`config.mk`:
```
export PLATFORM = sky130hd
export DESIGN_NAME = nvhs_host_flat
export DESIGN_NICKNAME = d
export VERILOG_FILES = /design/src/hdl/nvhs_pkg.sv /design/src/hdl/nvhs_if.sv /design/src/hdl/nvhs_host.sv /design/src/flat_wrapper.sv
export SDC_FILE = /design/constraint.sdc
export NUM_CORES = 1
export LEC_CHECK = 0
export BUFFER_PORTS_ARGS = -buffer_cell sky130_fd_sc_hd__buf_2
export CAP_MARGIN = 0
export CORE_AREA = 2 2 220 114
export DETAILED_ROUTE_END_ITERATION = 12
export DIE_AREA = 0 0 222 116
export GPL_TIMING_DRIVEN = 1
export PLACE_DENSITY = 0.74
export RECOVER_POWER = 25
export SLEW_MARGIN = 20
export SYNTH_ARGS = -nofsm -noshare
export SYNTH_HDL_FRONTEND = slang
export SYNTH_SLANG_ARGS = --single-unit
```
`constraint.sdc`:
```
create_clock -name mclk -period 2.1 [get_ports mclk]
set_input_delay 0.42 -clock mclk [delete_from_list [all_inputs] [get_ports mclk]]
set_output_delay 0.42 -clock mclk [all_outputs]
set_load 0.05 [all_outputs]
```
`src/hdl/nvhs_pkg.sv`:
```
// Shared constants, command codes and helpers for the save handoff link.
// Assumes both ends run on one mclk and are joined by nvhs_if.
package nvhs_pkg;
  localparam int          ROW_W     = 16;
  localparam int          COL_W     = 10;
  localparam int          BG_W      = 2;
  localparam int          BA_W      = 2;
  localparam int          CB_W      = 8;
  localparam int          DQ_W      = 72;
  localparam int          CL_W      = 5;
  localparam int          IDX_W     = BG_W + BA_W + ROW_W + COL_W;
  localparam logic [3:0]  BEATS_BL8 = 4'h8;
  localparam logic [3:0]  BEATS_BC4 = 4'h4;
  localparam int          CL_FAST   = 17;
  localparam int          CL_SLOW   = 15;
  localparam int          TCK_FAST_PS = 830;
  localparam int          TCK_SLOW_PS = 930;
  // Mode word layout carried on the address bus by a mode set
  localparam int          MR_BM_LSB = 0;
  localparam int          MR_CL_LSB = 2;
  localparam logic [1:0]  RST_BM    = 2'h0;
  localparam logic [4:0]  RST_CL    = 5'h11;
  localparam int          DRST_CYC  = 8;

  typedef enum logic [2:0] {
    CMD_NOP, CMD_MRS, CMD_ACT, CMD_WR, CMD_RD, CMD_SRE, CMD_SRX
  } nvhs_cmd_e;

  typedef enum logic [1:0] {BM_BL8, BM_BC4, BM_OTF} nvhs_bm_e;

  // Beats in one burst; on-the-fly picks per command
  function automatic logic [3:0] nvhs_beats(input nvhs_bm_e bm, input logic otf_bc4);
    logic [3:0] b;
    b = BEATS_BL8;
    if (bm == BM_BC4 || (bm == BM_OTF && otf_bc4)) begin
      b = BEATS_BC4;
    end
    return b;
  endfunction : nvhs_beats

  // Linear word index from bank group, bank, row and column
  function automatic logic [IDX_W-1:0] nvhs_idx(input logic [BG_W-1:0] bg,
      input logic [BA_W-1:0] ba, input logic [ROW_W-1:0] row, input logic [COL_W-1:0] col);
    return {bg, ba, row, col};
  endfunction : nvhs_idx
endpackage : nvhs_pkg

```
`src/hdl/nvhs_if.sv`:
```
// Connector between host controller end and module controller end.
// Assumes a single mclk shared by both ends; no tristate pins.
`timescale 1ns/1ps
`default_nettype none
interface nvhs_if;
  logic                              cke0;
  logic                              dram_rst_n;
  logic                              save_n;
  logic                              cs0_n;
  nvhs_pkg::nvhs_cmd_e               cmd;
  logic [nvhs_pkg::BG_W-1:0]         bg;
  logic [nvhs_pkg::BA_W-1:0]         ba;
  logic [nvhs_pkg::ROW_W-1:0]        addr;
  logic                              otf_bc4;
  logic [nvhs_pkg::DQ_W-1:0]         wdq;
  logic                              wdq_vld;
  logic [nvhs_pkg::DQ_W-1:0]         rdq;
  logic                              rdq_vld;
  logic                              nv_busy;

  modport host (output cke0, dram_rst_n, save_n, cs0_n, cmd, bg, ba, addr, otf_bc4,
                output wdq, wdq_vld, input rdq, rdq_vld, nv_busy);
  modport dev  (input cke0, dram_rst_n, save_n, cs0_n, cmd, bg, ba, addr, otf_bc4,
                input wdq, wdq_vld, output rdq, rdq_vld, nv_busy);
endinterface : nvhs_if
`default_nettype wire

```
`src/hdl/nvhs_host.sv`:
```
// Host memory controller end: init, simple access, power-fail handoff.
// Assumes pwr_warn comes from a supply monitor early enough to drain.
`timescale 1ns/1ps
`default_nettype none
module nvhs_host #(
  parameter int CL = nvhs_pkg::CL_FAST
) (
  input  wire logic                        mclk,
  input  wire logic                        arst_n,
  nvhs_if.host                             lnk,
  input  wire logic                        pwr_warn,
  input  wire logic [1:0]                  burst_cfg,
  input  wire logic                        req_vld,
  output logic                             req_rdy,
  input  wire logic                        req_wr,
  input  wire logic                        req_bc4,
  input  wire logic [nvhs_pkg::BG_W-1:0]   req_bg,
  input  wire logic [nvhs_pkg::BA_W-1:0]   req_ba,
  input  wire logic [nvhs_pkg::ROW_W-1:0]  req_row,
  input  wire logic [nvhs_pkg::COL_W-1:0]  req_col,
  input  wire logic [nvhs_pkg::DQ_W-1:0]   wr_data,
  output logic                             wr_pull,
  output logic [nvhs_pkg::DQ_W-1:0]        rd_data,
  output logic                             rd_vld,
  output logic                             handed
);
  typedef enum logic [3:0] {
    H_RST, H_MRS, H_IDLE, H_CMD, H_WR, H_RD, H_SRE, H_SAVE, H_HAND, H_SRX
  } nvhs_hst_e;
  typedef struct packed {
    nvhs_hst_e                  st;
    logic [3:0]                 cnt;
    logic                       cke0;
    logic                       dram_rst_n;
    logic                       save_n;
    logic                       cs0_n;
    nvhs_pkg::nvhs_cmd_e        cmd;
    logic [nvhs_pkg::BG_W-1:0]  bg;
    logic [nvhs_pkg::BA_W-1:0]  ba;
    logic [nvhs_pkg::ROW_W-1:0] addr;
    logic                       otf_bc4;
    logic [nvhs_pkg::COL_W-1:0] col;
    logic                       wr;
    logic [3:0]                 beat;
    logic [3:0]                 nbeats;
    logic [nvhs_pkg::DQ_W-1:0]  wdq;
    logic                       wdq_vld;
    logic [nvhs_pkg::DQ_W-1:0]  rdata;
    logic                       rvld;
    logic                       handed;
  } nvhs_hstate_s;

  localparam logic [3:0] RST_LAST = 4'(nvhs_pkg::DRST_CYC - 1);
  localparam logic [4:0] CL_CODE  = 5'(CL);

  nvhs_hstate_s q_ff, nxt_q;

  // New work is refused once a power warning is up
  assign req_rdy = (q_ff.st == H_IDLE) && !pwr_warn;
  assign wr_pull = (q_ff.st == H_WR);

  // Next state
  always_comb begin
    nxt_q         = q_ff;
    nxt_q.cs0_n   = 1'b1;
    nxt_q.cmd     = nvhs_pkg::CMD_NOP;
    nxt_q.wdq_vld = 1'b0;
    nxt_q.rvld    = 1'b0;
    case (q_ff.st)
      // DRAM reset only at power-up, never again after a restore
      H_RST: begin
        nxt_q.cnt = q_ff.cnt + 4'h1;
        if (q_ff.cnt == RST_LAST) begin
          nxt_q.dram_rst_n = 1'b1;
          nxt_q.cke0       = 1'b1;
          nxt_q.st         = H_MRS;
        end
      end
      // Mode set carries burst choice and CAS latency
      H_MRS: begin
        nxt_q.cs0_n = 1'b0;
        nxt_q.cmd   = nvhs_pkg::CMD_MRS;
        nxt_q.addr  = '0;
        nxt_q.addr[nvhs_pkg::MR_BM_LSB +: 2] = burst_cfg;
        nxt_q.addr[nvhs_pkg::MR_CL_LSB +: 5] = CL_CODE;
        nxt_q.nbeats = nvhs_pkg::nvhs_beats(nvhs_pkg::nvhs_bm_e'(burst_cfg), 1'b0);
        nxt_q.wr     = burst_cfg == 2'(nvhs_pkg::BM_OTF);
        nxt_q.st     = H_IDLE;
      end
      H_IDLE: begin
        if (pwr_warn) begin
          // Nothing is in flight here, so the DRAM is quiet
          nxt_q.st = H_SRE;
        end else if (req_vld) begin
          nxt_q.cs0_n   = 1'b0;
          nxt_q.cmd     = nvhs_pkg::CMD_ACT;
          nxt_q.bg      = req_bg;
          nxt_q.ba      = req_ba;
          nxt_q.addr    = req_row;
          nxt_q.col     = req_col;
          nxt_q.otf_bc4 = req_bc4;
          nxt_q.cnt     = {3'h0, req_wr};
          nxt_q.st      = H_CMD;
        end
      end
      H_CMD: begin
        nxt_q.cs0_n = 1'b0;
        nxt_q.cmd   = q_ff.cnt[0] ? nvhs_pkg::CMD_WR : nvhs_pkg::CMD_RD;
        nxt_q.addr  = {{(nvhs_pkg::ROW_W-nvhs_pkg::COL_W){1'b0}}, q_ff.col};
        nxt_q.beat  = 4'h0;
        // Fixed modes ignore the per-command bit; on the fly uses it
        if (q_ff.wr) begin
          nxt_q.nbeats = nvhs_pkg::nvhs_beats(nvhs_pkg::BM_OTF, q_ff.otf_bc4);
        end
        nxt_q.st = q_ff.cnt[0] ? H_WR : H_RD;
      end
      // One 72-bit word per beat, check bits supplied by the user side
      H_WR: begin
        nxt_q.wdq     = wr_data;
        nxt_q.wdq_vld = 1'b1;
        nxt_q.beat    = q_ff.beat + 4'h1;
        if (q_ff.beat == q_ff.nbeats - 4'h1) begin
          nxt_q.st = H_IDLE;
        end
      end
      H_RD: begin
        if (lnk.rdq_vld) begin
          nxt_q.rdata = lnk.rdq;
          nxt_q.rvld  = 1'b1;
          nxt_q.beat  = q_ff.beat + 4'h1;
          if (q_ff.beat == q_ff.nbeats - 4'h1) begin
            nxt_q.st = H_IDLE;
          end
        end
      end
      H_SRE: begin
        nxt_q.cs0_n = 1'b0;
        nxt_q.cmd   = nvhs_pkg::CMD_SRE;
        nxt_q.cke0  = 1'b0;
        nxt_q.st    = H_SAVE;
      end
      // Save request only after self refresh is entered
      H_SAVE: begin
        nxt_q.save_n = 1'b0;
        if (lnk.nv_busy) begin
          nxt_q.save_n = 1'b1;
          nxt_q.handed = 1'b1;
          nxt_q.st     = H_HAND;
        end
      end
      // Module owns the DRAM; CKE0 held low and reset held off
      H_HAND: begin
        nxt_q.cke0 = 1'b0;
        if (!lnk.nv_busy) begin
          nxt_q.st = H_SRX;
        end
      end
      // Leave self refresh before any normal access
      H_SRX: begin
        nxt_q.cke0   = 1'b1;
        nxt_q.cs0_n  = 1'b0;
        nxt_q.cmd    = nvhs_pkg::CMD_SRX;
        nxt_q.handed = 1'b0;
        nxt_q.st     = H_IDLE;
      end
      default: nxt_q.st = H_RST;
    endcase
  end

  // State register
  always_ff @(posedge mclk or negedge arst_n) begin
    if (!arst_n) begin
      q_ff        <= '0;
      q_ff.st     <= H_RST;
      q_ff.save_n <= 1'b1;
      q_ff.cs0_n  <= 1'b1;
      q_ff.cmd    <= nvhs_pkg::CMD_NOP;
    end else begin
      q_ff <= nxt_q;
    end
  end

  assign lnk.cke0       = q_ff.cke0;
  assign lnk.dram_rst_n = q_ff.dram_rst_n;
  assign lnk.save_n     = q_ff.save_n;
  assign lnk.cs0_n      = q_ff.cs0_n;
  assign lnk.cmd        = q_ff.cmd;
  assign lnk.bg         = q_ff.bg;
  assign lnk.ba         = q_ff.ba;
  assign lnk.addr       = q_ff.addr;
  assign lnk.otf_bc4    = q_ff.otf_bc4;
  assign lnk.wdq        = q_ff.wdq;
  assign lnk.wdq_vld    = q_ff.wdq_vld;
  assign rd_data        = q_ff.rdata;
  assign rd_vld         = q_ff.rvld;
  assign handed         = q_ff.handed;
endmodule : nvhs_host
`default_nettype wire

```
`src/flat_wrapper.sv`:
```
// flat-port wrapper written by rule: the top's interface ports become plain ports
module nvhs_host_flat 
#(
  parameter int CL = nvhs_pkg::CL_FAST
)
  (mclk, arst_n, pwr_warn, burst_cfg, req_vld, req_rdy, req_wr, req_bc4, req_bg, req_ba, req_row, req_col, wr_data, wr_pull, rd_data, rd_vld, handed, lnk_cke0, lnk_dram_rst_n, lnk_save_n, lnk_cs0_n, lnk_cmd, lnk_bg, lnk_ba, lnk_addr, lnk_otf_bc4, lnk_wdq, lnk_wdq_vld, lnk_rdq, lnk_rdq_vld, lnk_nv_busy);
  nvhs_if lnk_i ();
  input  wire logic mclk;
  input  wire logic arst_n;
  input  wire logic pwr_warn;
  input  wire logic [1:0] burst_cfg;
  input  wire logic req_vld;
  output logic req_rdy;
  input  wire logic req_wr;
  input  wire logic req_bc4;
  input  wire logic [nvhs_pkg::BG_W-1:0] req_bg;
  input  wire logic [nvhs_pkg::BA_W-1:0] req_ba;
  input  wire logic [nvhs_pkg::ROW_W-1:0] req_row;
  input  wire logic [nvhs_pkg::COL_W-1:0] req_col;
  input  wire logic [nvhs_pkg::DQ_W-1:0] wr_data;
  output logic wr_pull;
  output logic [nvhs_pkg::DQ_W-1:0] rd_data;
  output logic rd_vld;
  output logic handed;
  output wire logic [$bits(lnk_i.cke0)-1:0] lnk_cke0;
  output wire logic [$bits(lnk_i.dram_rst_n)-1:0] lnk_dram_rst_n;
  output wire logic [$bits(lnk_i.save_n)-1:0] lnk_save_n;
  output wire logic [$bits(lnk_i.cs0_n)-1:0] lnk_cs0_n;
  output wire logic [$bits(lnk_i.cmd)-1:0] lnk_cmd;
  output wire logic [$bits(lnk_i.bg)-1:0] lnk_bg;
  output wire logic [$bits(lnk_i.ba)-1:0] lnk_ba;
  output wire logic [$bits(lnk_i.addr)-1:0] lnk_addr;
  output wire logic [$bits(lnk_i.otf_bc4)-1:0] lnk_otf_bc4;
  output wire logic [$bits(lnk_i.wdq)-1:0] lnk_wdq;
  output wire logic [$bits(lnk_i.wdq_vld)-1:0] lnk_wdq_vld;
  input wire logic [$bits(lnk_i.rdq)-1:0] lnk_rdq;
  input wire logic [$bits(lnk_i.rdq_vld)-1:0] lnk_rdq_vld;
  input wire logic [$bits(lnk_i.nv_busy)-1:0] lnk_nv_busy;
  assign lnk_cke0 = lnk_i.cke0;
  assign lnk_dram_rst_n = lnk_i.dram_rst_n;
  assign lnk_save_n = lnk_i.save_n;
  assign lnk_cs0_n = lnk_i.cs0_n;
  assign lnk_cmd = lnk_i.cmd;
  assign lnk_bg = lnk_i.bg;
  assign lnk_ba = lnk_i.ba;
  assign lnk_addr = lnk_i.addr;
  assign lnk_otf_bc4 = lnk_i.otf_bc4;
  assign lnk_wdq = lnk_i.wdq;
  assign lnk_wdq_vld = lnk_i.wdq_vld;
  assign lnk_i.rdq = lnk_rdq;
  assign lnk_i.rdq_vld = lnk_rdq_vld;
  assign lnk_i.nv_busy = lnk_nv_busy;
  nvhs_host #(.CL(CL)) u_core (.mclk(mclk), .arst_n(arst_n), .lnk(lnk_i), .pwr_warn(pwr_warn), .burst_cfg(burst_cfg), .req_vld(req_vld), .req_rdy(req_rdy), .req_wr(req_wr), .req_bc4(req_bc4), .req_bg(req_bg), .req_ba(req_ba), .req_row(req_row), .req_col(req_col), .wr_data(wr_data), .wr_pull(wr_pull), .rd_data(rd_data), .rd_vld(rd_vld), .handed(handed));
endmodule
```
# Yosys cells after proc, flatten, opt, wreduce, memory -nomap -nowiden
# Cells that the tools add are included.
[totals]
out_inout_bits = 177
regBits = 202
[op_classes]
addsub = 3
n_bitwise = 1
muxes = 30
reduce_logical = 21
n_eq_ne = 21
[ops]
columns = ["cell", "count"]
rows = [
  ["2-to-1 mux 35 bit", 2],
  ["case mux 16 bit (3 select lines)", 1],
  ["2-to-1 mux 4 bit", 11],
  ["case mux 4 bit (9 select lines)", 1],
  ["equality test 4 x 3 -> 1 bit, second input constant", 5],
  ["case mux 4 bit (5 select lines)", 1],
  ["case mux 4 bit (2 select lines)", 2],
  ["case mux 4 bit (3 select lines)", 1],
  ["AND reduction 2 bit", 6],
  ["!= test 2 bit, second input constant", 5],
  ["AND reduction 3 bit", 3],
  ["nonzero test 3 bit", 3],
  ["adder 4 x 1 -> 4 bit, second input constant", 2],
  ["equality test 4 x 2 -> 1 bit, second input constant", 2],
  ["equality test 4 bit, second input constant", 2],
  ["2-to-1 mux 8 bit", 1],
  ["2-to-1 mux 1 bit", 6],
  ["nonzero test 2 bit", 3],
  ["AND reduction 5 bit", 1],
  ["equality test 4 x 1 -> 1 bit, second input constant", 1],
  ["equality test 4 bit", 1],
  ["zero test 4 bit", 1],
  ["!= test 2 x 1 -> 1 bit, second input constant", 2],
  ["OR reduction 2 bit", 2],
  ["other kinds (11)", 11],
]

# Longest topological paths before layout
[depth]
ltp_word = 5
mapped_depth = 7
ltp_nobuf = 5

# Worst setup path before layout
# Ideal clock, no wire load.
[synth_path]
kind = "register -> output"
startpoint = "reg u_core.q_ff[201] (netlist bit)"
endpoint = "out req_rdy"
path_slack_ns = -0.147
n_path_buf = 2
arrival_time_ns = 1.827
path_stages_with_launch = 5
path_cell_list = "dfrtp_1 buf_6 clkbuf_1 or3b_2 nor2_1"
[synth_via]
elab_chain_cells = 2
[synth_rtl]
columns = ["item", "line", "text"]
rows = [
  ["start: declaration", "nvhs_host.sv:56", "nvhs_hstate_s q_ff, nxt_q;"],
  ["start signal: assignment", "nvhs_host.sv:179", "q_ff <= nxt_q;"],
  ["equality test 4 x 2 -> 1 bit", "nvhs_host.sv:59", "assign req_rdy = (q_ff.st == H_IDLE) && !pwr_warn;"],
  ["logical AND 1 bit", "nvhs_host.sv:59", ""],
  ["end: declaration", "flat_wrapper.sv:13", "output logic req_rdy;"],
]
# No other way between the ends.

# Worst setup path after layout
[layout_path]
startpoint = "reg u_core.q_ff[198] (netlist bit)"
endpoint = "reg u_core.q_ff[198] (netlist bit)"
[layout_via]
elab_chain_cells = 3
word_cells_on_any_way = 20
cone_classes = "eq/ne: 14; mux: 3; reduce/logical: 3"
[layout_rtl]
columns = ["item", "line", "text"]
rows = [
  ["equality test 4 x 1 -> 1 bit (tied with other cells)", "nvhs_host.sv:69", "case (q_ff.st)"],
  ["OR reduction 2 bit (no source line) (tied with other cells)", "-", ""],
  ["case mux 4 bit (9 select lines) or AND reduction 5 bit (tied branches)", "-", ""],
]
# Several ways; a longest one is shown, not always the timed one. The select of a mux whose other input is x is not followed.
# A chain may end at the register's enable or synchronous reset.

==> results by group <==
Routing
  • DR vias/cell: 4.65
  • DR vias: 6142
  • Total wire length: 21900 um
  • Wire per inst: 16.6 um
  • Initial drt markers: 394
  • Drt first pass iters: 4
  • Routed Antenna Nets: 0
  • DR DRC count: 0

Setup path
  • Crit path launch type: flop
  • Max FO, Critical Path: 6
  • Worst EP arrival: 2.38 ns
  • Kind of critical path: flop to flop
  • Worst setup EP type: flop
  • Required @ worst endpoint: 2.43 ns

Synth
  • Syn Area/Cell: 12.3 sq um
  • Synth area leader: dfrtp_1
  • Sequential fraction of the synthesis area: 53.6%
  • Post-synth EDFFs: 0
  • Synthesized flop and latch total: 200
  • Ranking of synthesized cells by area: dfrtp_1, mux2_1, buf_4, nand2_1, buf_6
  • Syn Inst Count: 761
  • Post-Syn Nets: 947
  • Mapped Area: 9350 sq um
  • Post-synth ARST share: 100%
  • Ys flop type: dfrtp_1
  • Yosys warning count: 0
  • Share of the synthesized area in the top cell type: 53.0%
  • Synth unique cells: 55

Floorplanning
  • Total die area: 25800 sq um
  • Die Width: 222 um
  • Floorplan row count: 40
  • Die H: 116 um
  • IO Count: 361
  • Core ar.: 23700 sq um
  • Starting density of the core: 39.5%

Clocking
  • Num CTS Buffers: 17
  • Clock Path Buffers: 2
  • Clock Sinks: 200
  • Worst-Skew Late Latency: 0.45 ns
  • H-Tree Depth: 4
  • CTS tree: done
  • CTS clk-pin slew, worst paths: 0.07 ns
  • Root Driver: clkbuf_16

Final layout
  • Area grow syn2layout: 20.3%
  • Commonest non-fill, non-tap cell in the layout: buf_2
  • Layout Nets: 1179
  • Share of post-route cells with drive strength above 1: 46.4%
  • Commonest non-fill, non-tap cells in the layout: buf_2, dfrtp_1, mux2_1
  • Final Instance Area: 11200 sq um
  • Ant diodes: 0

Placed design
  • DP HPWL: 17000 um
  • Port-buffer cells: 360
  • Global placement routability congestion: 0.873
  • Area after DPL: 10500 sq um

STA
  • Min Hold Slack: 0.164 ns
  • Slew Limit Fails: 0
  • Slew Limit Headroom: 4.74%
  • TNS Setup: 0 ns
  • Period minus WS final: 2.05 ns
  • Max Freq: 0.487 GHz
  • Setup violators final: 0
  • Slew @ Worst Pin: 1.43 ns
  • Fin crit share: 97.7%
  • Final hold vios: 0
  • RSZ-0062 raised after global routing: false
  • Skew final: 0.00874 ns

Global route
  • Overflow after GRT: 0
  • Largest net degree at the start of global routing: 54
  • First-pass GRT wire length: 34300 um
  • Tot GR Track Use: 17.4%
  • Number of global-route vias before repair: 6173
  • Initial antenna violation count: 1

Flow run
  • Max_cap viols: 0

Run status
  • Status: finished clean

Min path
  • Worst hold path class: primary input to flop
[area by class of cell]
| type | count | area, sq um |
|---|---|---|
| Clock buffer | 20 | 467 |
| Inverter | 10 | 37.5 |
| Clock inverter | 12 | 133 |
| Sequential cell | 200 | 5010 |
| Timing Repair Buffer | 413 | 2340 |
| Multi-Input combinational cell | 351 | 2860 |
| Tap cell | 315 | 394 |
| Fill cell | 2159 | 12400 |
[per-layer routing]
metal / vias up / track usage [%] / wire, um
met5: - / 0 / 13
met4: 2 / 5.41 / 247
met3: 21 / 5.68 / 1690
met2: 217 / 26.8 / 10000
met1: 3025 / 23.4 / 9960
li1: 2877 / - / -
[repair_timing]
action / in CTS / in global routing
pin swaps: 1 / 1
buffers inserted: 10 / 0
endpoints found under the setup margin: 2 / 4
gates resized for setup: 10 / 2
hold endpoints to repair: 46 / 0
hold buffers: 1 / 0
[final timing paths]
check / start / endpoint / slack, ns / cells after the start
hold / removal: req_row[12] / u_core.lnk.addr[12] / 0.16 / 3
min in group asynchronous: arst_n / u_core.lnk.wdq[12] / 0.85 / 2
setup / recovery: u_core.q_ff[198] / u_core.q_ff[198] / 0.05 / 5
max in group asynchronous: arst_n / u_core.rd_data[23] / 0.28 / 3
hold reg to reg: u_core.lnk.ba[1] / u_core.lnk.ba[1] / 0.48 / 2
setup reg to reg: u_core.q_ff[198] / u_core.q_ff[198] / 0.05 / 5
[state kept, by name, summed over array words and instances, names as in the netlist, 2 cells and up]
register / count
u_core.rd_data: 72
u_core.lnk.ba: 2
u_core.lnk.cmd: 3
u_core.lnk.addr: 16
u_core.lnk.bg: 2
u_core.q_ff: 25
u_core.lnk.wdq: 72
[critical path: stages (launching register included)]
cell and delay, ns:
dfrtp_2 0.44, buf_4 0.17, or4b_4 0.57, o32ai_4 0.33, a2111oi_2 0.11, mux2_1 0.32
[cells in the mapped netlist, types with 6 or more instances]
| library cell | n |
|---|---|
| buf_4 | 169 |
| mux2_1 | 142 |
| a21oi_1 | 15 |
| nor2_1 | 12 |
| buf_6 | 8 |
| buf_2 | 14 |
| clkbuf_1 | 8 |
| and3_1 | 8 |
| o21ai_0 | 12 |
| nand3_1 | 8 |
| nand2_1 | 76 |
| inv_1 | 10 |
| dfrtp_1 | 198 |
| a221o_1 | 6 |
[cells by family after synthesis]
logic type      Yosys count  synth area share [%]
buf+inv                 210                  16.0
flops                   200                  53.6
mux                     148                  17.8
simple gates            135                  7.33
compound gates           62                  4.62
xor+xnor                  4                 0.375
fa+ha+maj                 2                 0.268
[stage by stage]
stage / instances / setup WS [ns] / util [%]
after floorplan: 761 / 0.0661 / -
after global placement: 1278 / 0.139 / 44.5
after detailed placement: 1278 / 0.106 / 44.5
after CTS: 1321 / 0.0167 / 47.5
after global routing: 1321 / 0.000556 / 47.5
final: 1321 / 0.0485 / 47.5
Power is left out: the tool's default activity adds up to more than one toggle a clock period on the data nets, which glitch-free logic cannot reach.
